**src/verilog/bmss_pkg.sv**
```systemverilog
// bmss_pkg: constants and types for the battery monitor serial/status block
// assumes a 40 MHz internal clock and a level/flag feed from the charger core
package bmss_pkg;

  // ==========================================
  // clock and timing
  localparam int unsigned BMSS_CLK_NS = 25;
  localparam int unsigned BMSS_MS_NS = 1000000;
  localparam int unsigned BMSS_PULSE_LONG_MS = 300;
  localparam int unsigned BMSS_PULSE_SHORT_MS = 100;
  localparam int unsigned BMSS_PULSE_GAP_MS = 200;
  localparam int unsigned BMSS_REPEAT_MS = 1000;

  // ==========================================
  // serial port framing and map
  localparam logic [3:0] BMSS_ADDR_BITS = 4'h8;
  localparam logic [7:0] BMSS_ADDR_VBAT = 8'h6e;
  localparam logic [7:0] BMSS_ADDR_STAT_HI = 8'h69;
  localparam logic [7:0] BMSS_ADDR_STAT_LO = 8'h68;
  localparam logic [7:0] BMSS_RESERVED_DATA = 8'h00;

  // ==========================================
  // charger status word bit positions
  localparam int unsigned BMSS_BIT_EOC = 8;
  localparam int unsigned BMSS_BIT_SLOW = 7;
  localparam int unsigned BMSS_BIT_DRAIN = 6;
  localparam int unsigned BMSS_BIT_TIMER = 2;
  localparam int unsigned BMSS_BIT_DIR = 1;
  localparam int unsigned BMSS_BIT_UVOK = 0;

  // ==========================================
  // level code thresholds, code * 0.03 V
  localparam logic [7:0] BMSS_LVL_VERY_LOW = 8'h64;
  localparam logic [7:0] BMSS_LVL_20 = 8'h72;
  localparam logic [7:0] BMSS_LVL_40 = 8'h78;
  localparam logic [7:0] BMSS_LVL_60 = 8'h7e;
  localparam logic [7:0] BMSS_LVL_80 = 8'h84;

  // ==========================================
  // types
  typedef struct packed {
    logic end_of_charge;
    logic slow_phase_flag;
    logic draining_flag;
    logic timer_running;
    logic charge_direction_flag;
    logic undervoltage_ok_flag;
  } bmss_status_t;

  typedef enum logic [2:0] {
    SP_IDLE = 3'b001,
    SP_ADDR = 3'b010,
    SP_DATA = 3'b100
  } bmss_sp_state_t;

  typedef enum logic [3:0] {
    IND_IDLE = 4'b0001,
    IND_PULSE = 4'b0010,
    IND_GAP = 4'b0100,
    IND_WAIT = 4'b1000
  } bmss_ind_state_t;

endpackage

```
**src/verilog/bmss_top.sv**
```systemverilog
// bmss_top: serial readout port and push-button level indicator
// assumes rst_n is the on-chip power-on reset and clk the on-chip oscillator;
// level code and charger flags come from core logic on the same clock
// Behaviour
// - transaction starts on select rising edge
// - address bits sampled on clock rising edge
// - first data bit on next falling edge
// - byte returned LSB first, bit per cycle
// - bits after the eighth are undefined
// - 6Eh level, 69h status high, 68h low
// - level code times 0.03 V is voltage
// - status word 16 bits, reserved bits zero
// - bits 8 eoc, 7 slow, 6 draining
// - bits 2 timer, 1 direction, 0 ok
// - button press starts 300 ms pulses
// - pulse count encodes battery level band
// - very low level gives one 100 ms pulse
// - sequence repeats every second while pressed
// - on-chip power-on reset, no reset pin
// - internal clock divided down to save power; logic here runs on undivided clk, with only a ms tick enable
`timescale 1ns/1ps
`default_nettype none

module bmss_top
  import bmss_pkg::*;
#(
  parameter int unsigned MS_DIV = BMSS_MS_NS / BMSS_CLK_NS
) (
  input wire logic clk,
  input wire logic rst_n,
  input wire logic sck,
  input wire logic select_line,
  input wire logic serial_addr_in,
  output logic serial_data_out,
  input wire logic level_indicator_in,
  output logic level_indicator_out,
  output logic level_indicator_oe,
  input wire logic [7:0] battery_level_code,
  input wire bmss_status_t charger_status
);

  // ==========================================
  // register contents
  logic [15:0] status_word;

  always_comb begin
    status_word = 16'h0000;
    status_word[BMSS_BIT_EOC] = charger_status.end_of_charge;
    status_word[BMSS_BIT_SLOW] = charger_status.slow_phase_flag;
    status_word[BMSS_BIT_DRAIN] = charger_status.draining_flag;
    status_word[BMSS_BIT_TIMER] = charger_status.timer_running;
    status_word[BMSS_BIT_DIR] = charger_status.charge_direction_flag;
    status_word[BMSS_BIT_UVOK] = charger_status.undervoltage_ok_flag;
  end

  function automatic logic [7:0] read_reg(input logic [7:0] addr);
    unique case (addr)
      BMSS_ADDR_VBAT: read_reg = battery_level_code;
      BMSS_ADDR_STAT_HI: read_reg = status_word[15:8];
      BMSS_ADDR_STAT_LO: read_reg = status_word[7:0];
      default: read_reg = BMSS_RESERVED_DATA;
    endcase
  endfunction

  // ==========================================
  // pin synchronisers
  logic [1:0] sck_sync_r;
  logic [1:0] sel_sync_r;
  logic [1:0] serial_addr_in_sync_r;
  logic [1:0] btn_sync_r;
  logic sck_prev_r;
  logic sel_prev_r;

  always_ff @(posedge clk) begin
    if (!rst_n) begin
      sck_sync_r <= 2'h0;
      sel_sync_r <= 2'h0;
      serial_addr_in_sync_r <= 2'h0;
      btn_sync_r <= 2'h0;
      sck_prev_r <= 1'b0;
      sel_prev_r <= 1'b0;
    end else begin
      sck_sync_r <= {sck_sync_r[0], sck};
      sel_sync_r <= {sel_sync_r[0], select_line};
      serial_addr_in_sync_r <= {serial_addr_in_sync_r[0], serial_addr_in};
      btn_sync_r <= {btn_sync_r[0], ~level_indicator_in};
      sck_prev_r <= sck_sync_r[1];
      sel_prev_r <= sel_sync_r[1];
    end
  end

  logic sck_s;
  logic sel_s;
  logic serial_addr_in_s;
  logic btn_s;
  logic sck_rise;
  logic sck_fall;
  logic sel_rise;

  assign sck_s = sck_sync_r[1];
  assign sel_s = sel_sync_r[1];
  assign serial_addr_in_s = serial_addr_in_sync_r[1];
  assign btn_s = btn_sync_r[1];
  assign sck_rise = sck_s & ~sck_prev_r;
  assign sck_fall = ~sck_s & sck_prev_r;
  assign sel_rise = sel_s & ~sel_prev_r;

  // ==========================================
  // serial port
  bmss_sp_state_t sp_state_r;
  logic [2:0] bit_cnt_r;
  logic [7:0] addr_r;
  logic [7:0] shift_r;
  logic [7:0] next_addr;
  logic [7:0] cap_val;
  logic shift_lsb;

  assign next_addr = {serial_addr_in_s, addr_r[7:1]};
  assign cap_val = read_reg(next_addr);
  assign shift_lsb = shift_r[0];

  // select low aborts anything; relies on host parking pins low
  always_ff @(posedge clk) begin
    if (!rst_n) begin
      sp_state_r <= SP_IDLE;
      bit_cnt_r <= 3'h0;
      addr_r <= 8'h00;
    end else if (!sel_s) begin
      sp_state_r <= SP_IDLE;
      bit_cnt_r <= 3'h0;
    end else begin
      unique case (sp_state_r)
        SP_IDLE: begin
          if (sel_rise) begin
            sp_state_r <= SP_ADDR;
            bit_cnt_r <= 3'h0;
          end
        end
        SP_ADDR: begin
          if (sck_rise) begin
            addr_r <= next_addr;
            bit_cnt_r <= bit_cnt_r + 3'h1;
            if (bit_cnt_r == 3'(BMSS_ADDR_BITS - 4'h1)) begin
              sp_state_r <= SP_DATA;
            end
          end
        end
        SP_DATA: begin
          // address input ignored until select drops
          sp_state_r <= SP_DATA;
        end
        default: begin
          sp_state_r <= SP_IDLE;
        end
      endcase
    end
  end

  always_ff @(posedge clk) begin
    if (!rst_n) begin
      shift_r <= 8'h00;
    end else if (sp_state_r == SP_ADDR && sck_rise &&
                 bit_cnt_r == 3'(BMSS_ADDR_BITS - 4'h1) && sel_s) begin
      shift_r <= cap_val;
    end else if (sp_state_r == SP_DATA && sck_fall) begin
      // zero fill: bits past the eighth are don't-care for the host
      shift_r <= {1'b0, shift_r[7:1]};
    end
  end

  always_ff @(posedge clk) begin
    if (!rst_n) begin
      serial_data_out <= 1'b0;
    end else if (sp_state_r != SP_DATA || !sel_s) begin
      serial_data_out <= 1'b0;
    end else if (sck_fall) begin
      serial_data_out <= shift_lsb;
    end
  end

  // ==========================================
  // millisecond tick
  // ms grain keeps the indicator counters narrow
  logic [15:0] pre_cnt_r;
  logic ms_tick;

  assign ms_tick = (pre_cnt_r == 16'(MS_DIV - 1));

  always_ff @(posedge clk) begin
    if (!rst_n) begin
      pre_cnt_r <= 16'h0000;
    end else if (ms_tick) begin
      pre_cnt_r <= 16'h0000;
    end else begin
      pre_cnt_r <= pre_cnt_r + 16'h0001;
    end
  end

  // ==========================================
  // level indicator
  function automatic logic [2:0] level_pulses(input logic [7:0] code);
    if (code < BMSS_LVL_VERY_LOW) begin
      level_pulses = 3'h0;
    end else if (code < BMSS_LVL_20) begin
      level_pulses = 3'h1;
    end else if (code < BMSS_LVL_40) begin
      level_pulses = 3'h2;
    end else if (code < BMSS_LVL_60) begin
      level_pulses = 3'h3;
    end else if (code < BMSS_LVL_80) begin
      level_pulses = 3'h4;
    end else begin
      level_pulses = 3'h5;
    end
  endfunction

  bmss_ind_state_t ind_state_r;
  logic [9:0] ms_cnt_r;
  logic [2:0] pulses_left_r;
  logic half_r;
  logic [2:0] lvl_now;
  logic [9:0] pulse_len;
  logic ms_done;

  assign lvl_now = level_pulses(battery_level_code);
  assign pulse_len = half_r ? 10'(BMSS_PULSE_SHORT_MS) : 10'(BMSS_PULSE_LONG_MS);
  // end of the current interval only; a zero count is a fresh start, not an end
  assign ms_done = ms_tick && (
                   (ind_state_r == IND_PULSE && ms_cnt_r == pulse_len - 10'h001) ||
                   (ind_state_r == IND_GAP && ms_cnt_r == 10'(BMSS_PULSE_GAP_MS - 1)) ||
                   (ind_state_r == IND_WAIT && ms_cnt_r == 10'(BMSS_REPEAT_MS - 1)));

  // button seen only while the pin is released
  always_ff @(posedge clk) begin
    if (!rst_n) begin
      ind_state_r <= IND_IDLE;
      ms_cnt_r <= 10'h000;
      pulses_left_r <= 3'h0;
      half_r <= 1'b0;
    end else begin
      unique case (ind_state_r)
        IND_IDLE: begin
          ms_cnt_r <= 10'h000;
          if (btn_s) begin
            ind_state_r <= IND_PULSE;
            half_r <= (lvl_now == 3'h0);
            pulses_left_r <= (lvl_now == 3'h0) ? 3'h1 : lvl_now;
          end
        end
        IND_PULSE: begin
          if (ms_tick) begin
            ms_cnt_r <= ms_cnt_r + 10'h001;
          end
          if (ms_tick && ms_cnt_r == pulse_len - 10'h001) begin
            ms_cnt_r <= 10'h000;
            pulses_left_r <= pulses_left_r - 3'h1;
            ind_state_r <= (pulses_left_r > 3'h1) ? IND_GAP : IND_WAIT;
          end
        end
        IND_GAP: begin
          if (ms_tick) begin
            ms_cnt_r <= ms_cnt_r + 10'h001;
          end
          if (ms_tick && ms_cnt_r == 10'(BMSS_PULSE_GAP_MS - 1)) begin
            ms_cnt_r <= 10'h000;
            ind_state_r <= IND_PULSE;
          end
        end
        IND_WAIT: begin
          if (ms_tick) begin
            ms_cnt_r <= ms_cnt_r + 10'h001;
          end
          if (ms_tick && ms_cnt_r == 10'(BMSS_REPEAT_MS - 1)) begin
            ms_cnt_r <= 10'h000;
            ind_state_r <= IND_IDLE;
          end
        end
        default: begin
          ind_state_r <= IND_IDLE;
        end
      endcase
    end
  end

  assign level_indicator_oe = (ind_state_r == IND_PULSE);
  assign level_indicator_out = 1'b0;
endmodule

`default_nettype wire

```
**config.mk**
```make
export PLATFORM = sky130hd
export DESIGN_NAME = bmss_top
export DESIGN_NICKNAME = d
export VERILOG_FILES = /design/src/verilog/bmss_pkg.sv /design/src/verilog/bmss_top.sv
export SDC_FILE = /design/constraint.sdc
export NUM_CORES = 1
export LEC_CHECK = 0
export ABC_AREA = 0
export BUFFER_PORTS_ARGS = -buffer_cell sky130_fd_sc_hd__buf_2
export CAP_MARGIN = 5
export CORE_ASPECT_RATIO = 1.4
export CORE_UTILIZATION = 30
export DETAILED_ROUTE_END_ITERATION = 8
export HOLD_SLACK_MARGIN = 0.08
export SYNTH_ARGS = -nofsm -noshare
export SYNTH_HDL_FRONTEND = slang
export SYNTH_SLANG_ARGS = --single-unit
```
**constraint.sdc**
```tcl
create_clock -name clk -period 5.3 [get_ports clk]
set_input_delay 1.59 -clock clk [delete_from_list [all_inputs] [get_ports clk]]
set_output_delay 1.59 -clock clk [all_outputs]
set_load 0.02 [all_outputs]
```
Word-level counts from Yosys, hierarchy flattened
Index checks and enable logic that the tools add are counted.
{"block": "classes", "n_bitwise": 8, "magnitude_cmp": 6, "n_addsub": 5, "eq_ne": 23, "reduce_logical": 23, "n_mux": 31}
{"op": "two-way mux 10 bit", "count": 4}
{"op": "case mux 10 bit (4 select lines)", "count": 1}
{"op": "two-way mux 3 bit", "count": 12}
{"op": "less-than comparator 8 x 7 -> 1 bit (second input constant)", "count": 4}
{"op": "== test 8 x 7 -> 1 bit (second input constant)", "count": 3}
{"op": "case mux 8 bit (3 select lines)", "count": 1}
{"op": "two-way mux 4 bit", "count": 5}
{"op": "adder 16 x 1 -> 16 bit (second input constant)", "count": 1}
{"op": "== test 16 bit (second input constant)", "count": 1}
{"op": "two-way mux 8 bit", "count": 2}
{"op": "case mux 4 bit (4 select lines)", "count": 1}
{"op": "case mux 3 bit (2 select lines)", "count": 2}
{"op": "AND reduction 3 bit", "count": 4}
{"op": "adder 10 x 1 -> 10 bit (second input constant)", "count": 1}
{"op": "== test 10 bit", "count": 1}
{"op": "== test 10 bit (second input constant)", "count": 1}
{"op": "== test 10 x 8 -> 1 bit (second input constant)", "count": 1}
{"op": "subtractor 9 x 1 -> 10 bit (second input constant)", "count": 1}
{"op": "two-way mux 9 bit", "count": 1}
{"op": "case mux 3 bit (3 select lines)", "count": 1}
{"op": "less-than comparator 8 bit (second input constant)", "count": 1}
{"op": "!= test 2 bit (second input constant)", "count": 4}
{"op": "logical AND 1 bit", "count": 7}
{"op": "== test 3 bit (second input constant)", "count": 2}
{"op": "22 further kinds", "count": 34}
{"block": "totals", "word_cells": 112, "inputBits": 20, "regBits": 67}

Depth between registers and ports, before layout
{"block": "depth", "word_depth": 10, "ltp_mapped": 8}

Worst setup path after synthesis
No wires, ideal clock.
{"block": "synth_path", "path_kind": "register to output", "from": "reg ind_state_r[1]", "to": "out level_indicator_oe", "path_buffers": 2, "stages_incl_launch_ff": 5, "t_arrival_ns": 1.369, "setup_slack_ns": 2.341, "path_cell_list": "dfxtp_1 clkbuf_1 inv_1 nor4_1 clkbuf_1"}
{"block": "synth_between", "elab_chain_len": 1}
{"item": "from (decl)", "line_no": "bmss_top.sv:217", "text": "bmss_ind_state_t ind_state_r;"}
{"item": "from (signal assigned)", "line_no": "bmss_top.sv:257", "text": "ind_state_r <= (pulses_left_r > 3'h1) ? IND_GAP : IND_WAIT;"}
{"item": "== test 4 x 2 -> 1 bit", "line_no": "bmss_top.sv:285", "text": "assign level_indicator_oe = (ind_state_r == IND_PULSE);"}
{"item": "to (decl)", "line_no": "bmss_top.sv:37", "text": "output logic level_indicator_oe,"}
Every way passes these cells.

Final worst setup path
Same ends and word-level chain as after synthesis.

==> results.py <==
metrics = {
    "yosys": {
        "synth_cell_types": 63,
        "post_synth.cell_area_avg_um2": 8.545,
        "synth_edf_count": 0,
        "netlist_top_cells_area": "dfxtp_1 (40%), nor2_1 (4.8%), nand2_1 (4.5%), xor2_1 (4.0%), nand3_1 (3.8%)",
        "synthDominantCellAreaShare_pct": 40.48,
        "yosysTopAreaCell": "dfxtp_1",
        "async_flop_share_pct": 0,
        "ys_seq_area_share_pct": 40.48,
        "synth_nets": 408,
        "synth-main-ff-cell": "dfxtp_1",
        "synth_warnings": 0,
        "ys_ff_latch": 66,
        "syn_area_um2": 3264,
        "syn_inst": 382,
    },
    "place": {
        "place_area_um2": 3462,
        "hpwl_um": 4722,
        "place_congestion": 0.7889,
        "portBuffers": 21,
        "dp.cells": 522,
    },
    "worst_setup_path": {
        "start_kind": "flip-flop",
        "worst-path-buf-inv": 3,
        "critPathLaunch": "ind_state_r[1]$_SDFFE_PN0P_",
        "slowest_delay_ns": 0.47,
        "cp_max_fo": 11,
        "critical_path_class": "flip-flop to primary output",
        "crit_family": "buffers and inverters",
        "reg2reg_depth": 6,
        "r2r_start": "pre_cnt_r[6]$_SDFF_PP0_",
        "crit_cells": 4,
        "crit_path_end": "level_indicator_oe",
        "critPathSlowestCell": "dfxtp_1",
        "reg2reg_to": "ind_state_r[1]$_SDFFE_PN0P_",
        "critPathArrivalTime_ns": 1.64,
        "endpoint_kind": "primary output",
        "path_cells": "inv_1 -> nor4_1 -> buf_4 -> buf_2",
        "reg2reg_slack_ns": 2.39,
        "required_ns": 3.71,
    },
    "timing": {
        "hold_viol": 0,
        "fmax_mhz": 309.3,
        "drv_slew": 0,
        "finalSetupViolCount": 0,
        "relSlewSlack_pct": 49.93,
        "finalCritPeriodShare_pct": 61.00,
        "rsz0062_at_grt": "no",
        "layout_min_cycle_time_ns": 3.233,
        "tightest_slew_ns": 0.7455,
        "finalSetupTns_ns": 0,
        "fin_skew_ns": 0.004935,
    },
    "layout": {
        "nFillCells": 1075,
        "syn_to_final_growth_pct": 15.18,
        "drive_gt1_share_pct": 13.75,
        "final_common_cell": "dfxtp_1",
        "postLayoutCellArea_um2": 3760,
        "final_cells": 538,
        "nNetsFinal": 421,
        "antenna_cells": 0,
        "layout_common_cells": "dfxtp_1 (66), nor2_1 (42), nand2_1 (39)",
    },
    "floorplanning": {
        "die-area_um2": 11310,
        "die_width_um": 90.16,
        "start_util_pct": 31.21,
        "core_um2": 10460,
        "fp-row-count": 44,
        "ios": 23,
        "fp.dieH_um": 125.4,
    },
    "clock_tree": {
        "cts_hold_buf": 0,
        "clk_latency_ns": 0.33,
        "clockRootBuffer": "clkbuf_16",
        "cts.sinks": 66,
        "cts.reportedPaths.clkPinSlew_ns": 0.05,
        "cts_tree": "built",
        "cts_resized": 0,
        "cts_setup_buffers": 0,
        "cts_buffers": 9,
        "clk_path_buf_depth": 2,
        "htree_num_levels": 3,
    },
    "power_and_ir_drop": {
        "power.leakage_nw": 1.438,
        "finalPower_mw": 1.257,
        "power_per_cell_area_nw_per_um2": 334.3,
        "vdd_drop_max_v": 0.0001438,
    },
    "routing": {
        "postRouteAntennaNets": 0,
        "firstDrtPassIters": 4,
        "viasPerCell": 5.082,
        "drc_errors": 0,
        "drt-total-wl_um": 6705,
        "wl_per_cell_um": 12.46,
        "vias": 2734,
        "drt-initial-drc-count": 106,
    },
    "run_status": {
        "status": "complete, no violations",
    },
    "global_routing": {
        "overflow": 0,
        "antenna_found_initial": 0,
        "grt_first_pass_wirelength_um": 11810,
        "grt_max_degree": 29,
        "grt_use_total_pct": 12.87,
        "grt_pass1_vias": 2679,
    },
    "hold_path": {
        "hold_path.class": "flip-flop to flip-flop",
    },
    "job": {
        "max-cap-violations": 0,
    },
}
[power breakdown]
| part | switching, mW | internal [mW] |
|---|---|---|
| logic | 0.0876 | 0.0515 |
| registers | 0.0208 | 0.512 |
| clock network | 0.208 | 0.377 |
| total | 0.317 | 0.940 |
[worst min-delay path by stage]
stage | startpoint | to | slack (ns) | cells after the start
after CTS | sel_sync_r[0]$_SDFF_PN0_ | sel_sync_r[1]$_SDFF_PN0_ | 0.43 | 1
final | btn_sync_r[0]$_SDFF_PN0_ | btn_sync_r[1]$_SDFF_PN0_ | 0.43 | 1
after global routing | sel_sync_r[0]$_SDFF_PN0_ | sel_sync_r[1]$_SDFF_PN0_ | 0.46 | 1
after floorplan | btn_sync_r[0]$_SDFF_PN0_ | btn_sync_r[1]$_SDFF_PN0_ | 0.41 | 1
after global placement | sck_sync_r[0]$_SDFF_PN0_ | sck_sync_r[1]$_SDFF_PN0_ | 0.42 | 1
after detailed placement | sel_sync_r[0]$_SDFF_PN0_ | sel_sync_r[1]$_SDFF_PN0_ | 0.43 | 1
[metrics by stage]
| step | hold WS, ns | setup slack [ns] | utilization (%) |
|---|---|---|---|
| floorplan | 0.4119 | 2.341 | - |
| global placement | 0.4160 | 2.088 | 33.10 |
| detailed placement | 0.4257 | 2.033 | 33.10 |
| CTS | 0.4330 | 2.065 | 35.95 |
| global route | 0.4599 | 1.969 | 35.95 |
| finish | 0.4265 | 2.067 | 35.95 |
[synth_stat cells (3+ instances only)]
cell      instances
and3_1            5
nand2b_1          3
mux2_2            6
o21ai_0          15
a21oi_1          16
nand2_1          39
clkbuf_1         17
a22oi_1          10
a21o_1            4
nor2b_1           3
nor3_1           11
or2_2             3
ha_1              6
or3_1             6
xnor2_1           4
dfxtp_1          66
a211o_1           4
mux2i_1           3
nand3_1          25
nor4bb_1          5
and4_1            3
o211a_1           3
and2_1           11
inv_1             5
nor2_1           42
xor2_1           15
nor4_1            3
nand4_1           8
[sequential cells by signal, indices dropped and copies added, names as in the netlist, 2 cells and up]
name / flops
serial_addr_in_sync_r: 2
pre_cnt_r: 16
ms_cnt_r: 10
addr_r: 7
sck_sync_r: 2
bit_cnt_r: 3
shift_r: 8
sel_sync_r: 2
btn_sync_r: 2
pulses_left_r: 3
sp_state_r: 3
ind_state_r: 4
[worst register-to-register path, delay by kind of cell, from the launching register on]
family,cells,cell delay (ns)
flops,1,0.36
compound gates,3,0.76
simple gates,3,1.69
[routing by layer]
| metal | vias up | GRT usage (%) | wire [um] |
|---|---|---|---|
| met5 | - | 0 | 0 |
| met4 | 0 | 6.926 | 130 |
| met3 | 10 | 2.616 | 215 |
| met2 | 40 | 24.25 | 3540 |
| met1 | 1290 | 13.13 | 2818 |
| li1 | 1394 | - | - |
[cell families after synthesis]
kind of cell / share of synthesized area [%]
other: 0.1149
AO/OA/AOI/OAI: 16.06
buffers and inverters: 3.373
flip-flops: 40.48
adder cells (fa/ha/maj): 2.300
multiplexers: 2.990
XOR/XNOR: 5.098
AND/OR/NAND/NOR: 29.59
[layout make-up]
cell class,count,area [um2],area share (%)
timing repair buffer,22,112.6,2.995
multi-input combinational,290,1833,48.75
clock inverter,4,51.30,1.364
clock buffer,12,246.5,6.556
sequential,66,1321,35.14
inverter,6,22.52,0.5990
tap,138,172.7,4.592
No activity file was read; power rests on OpenSTA's default activity.
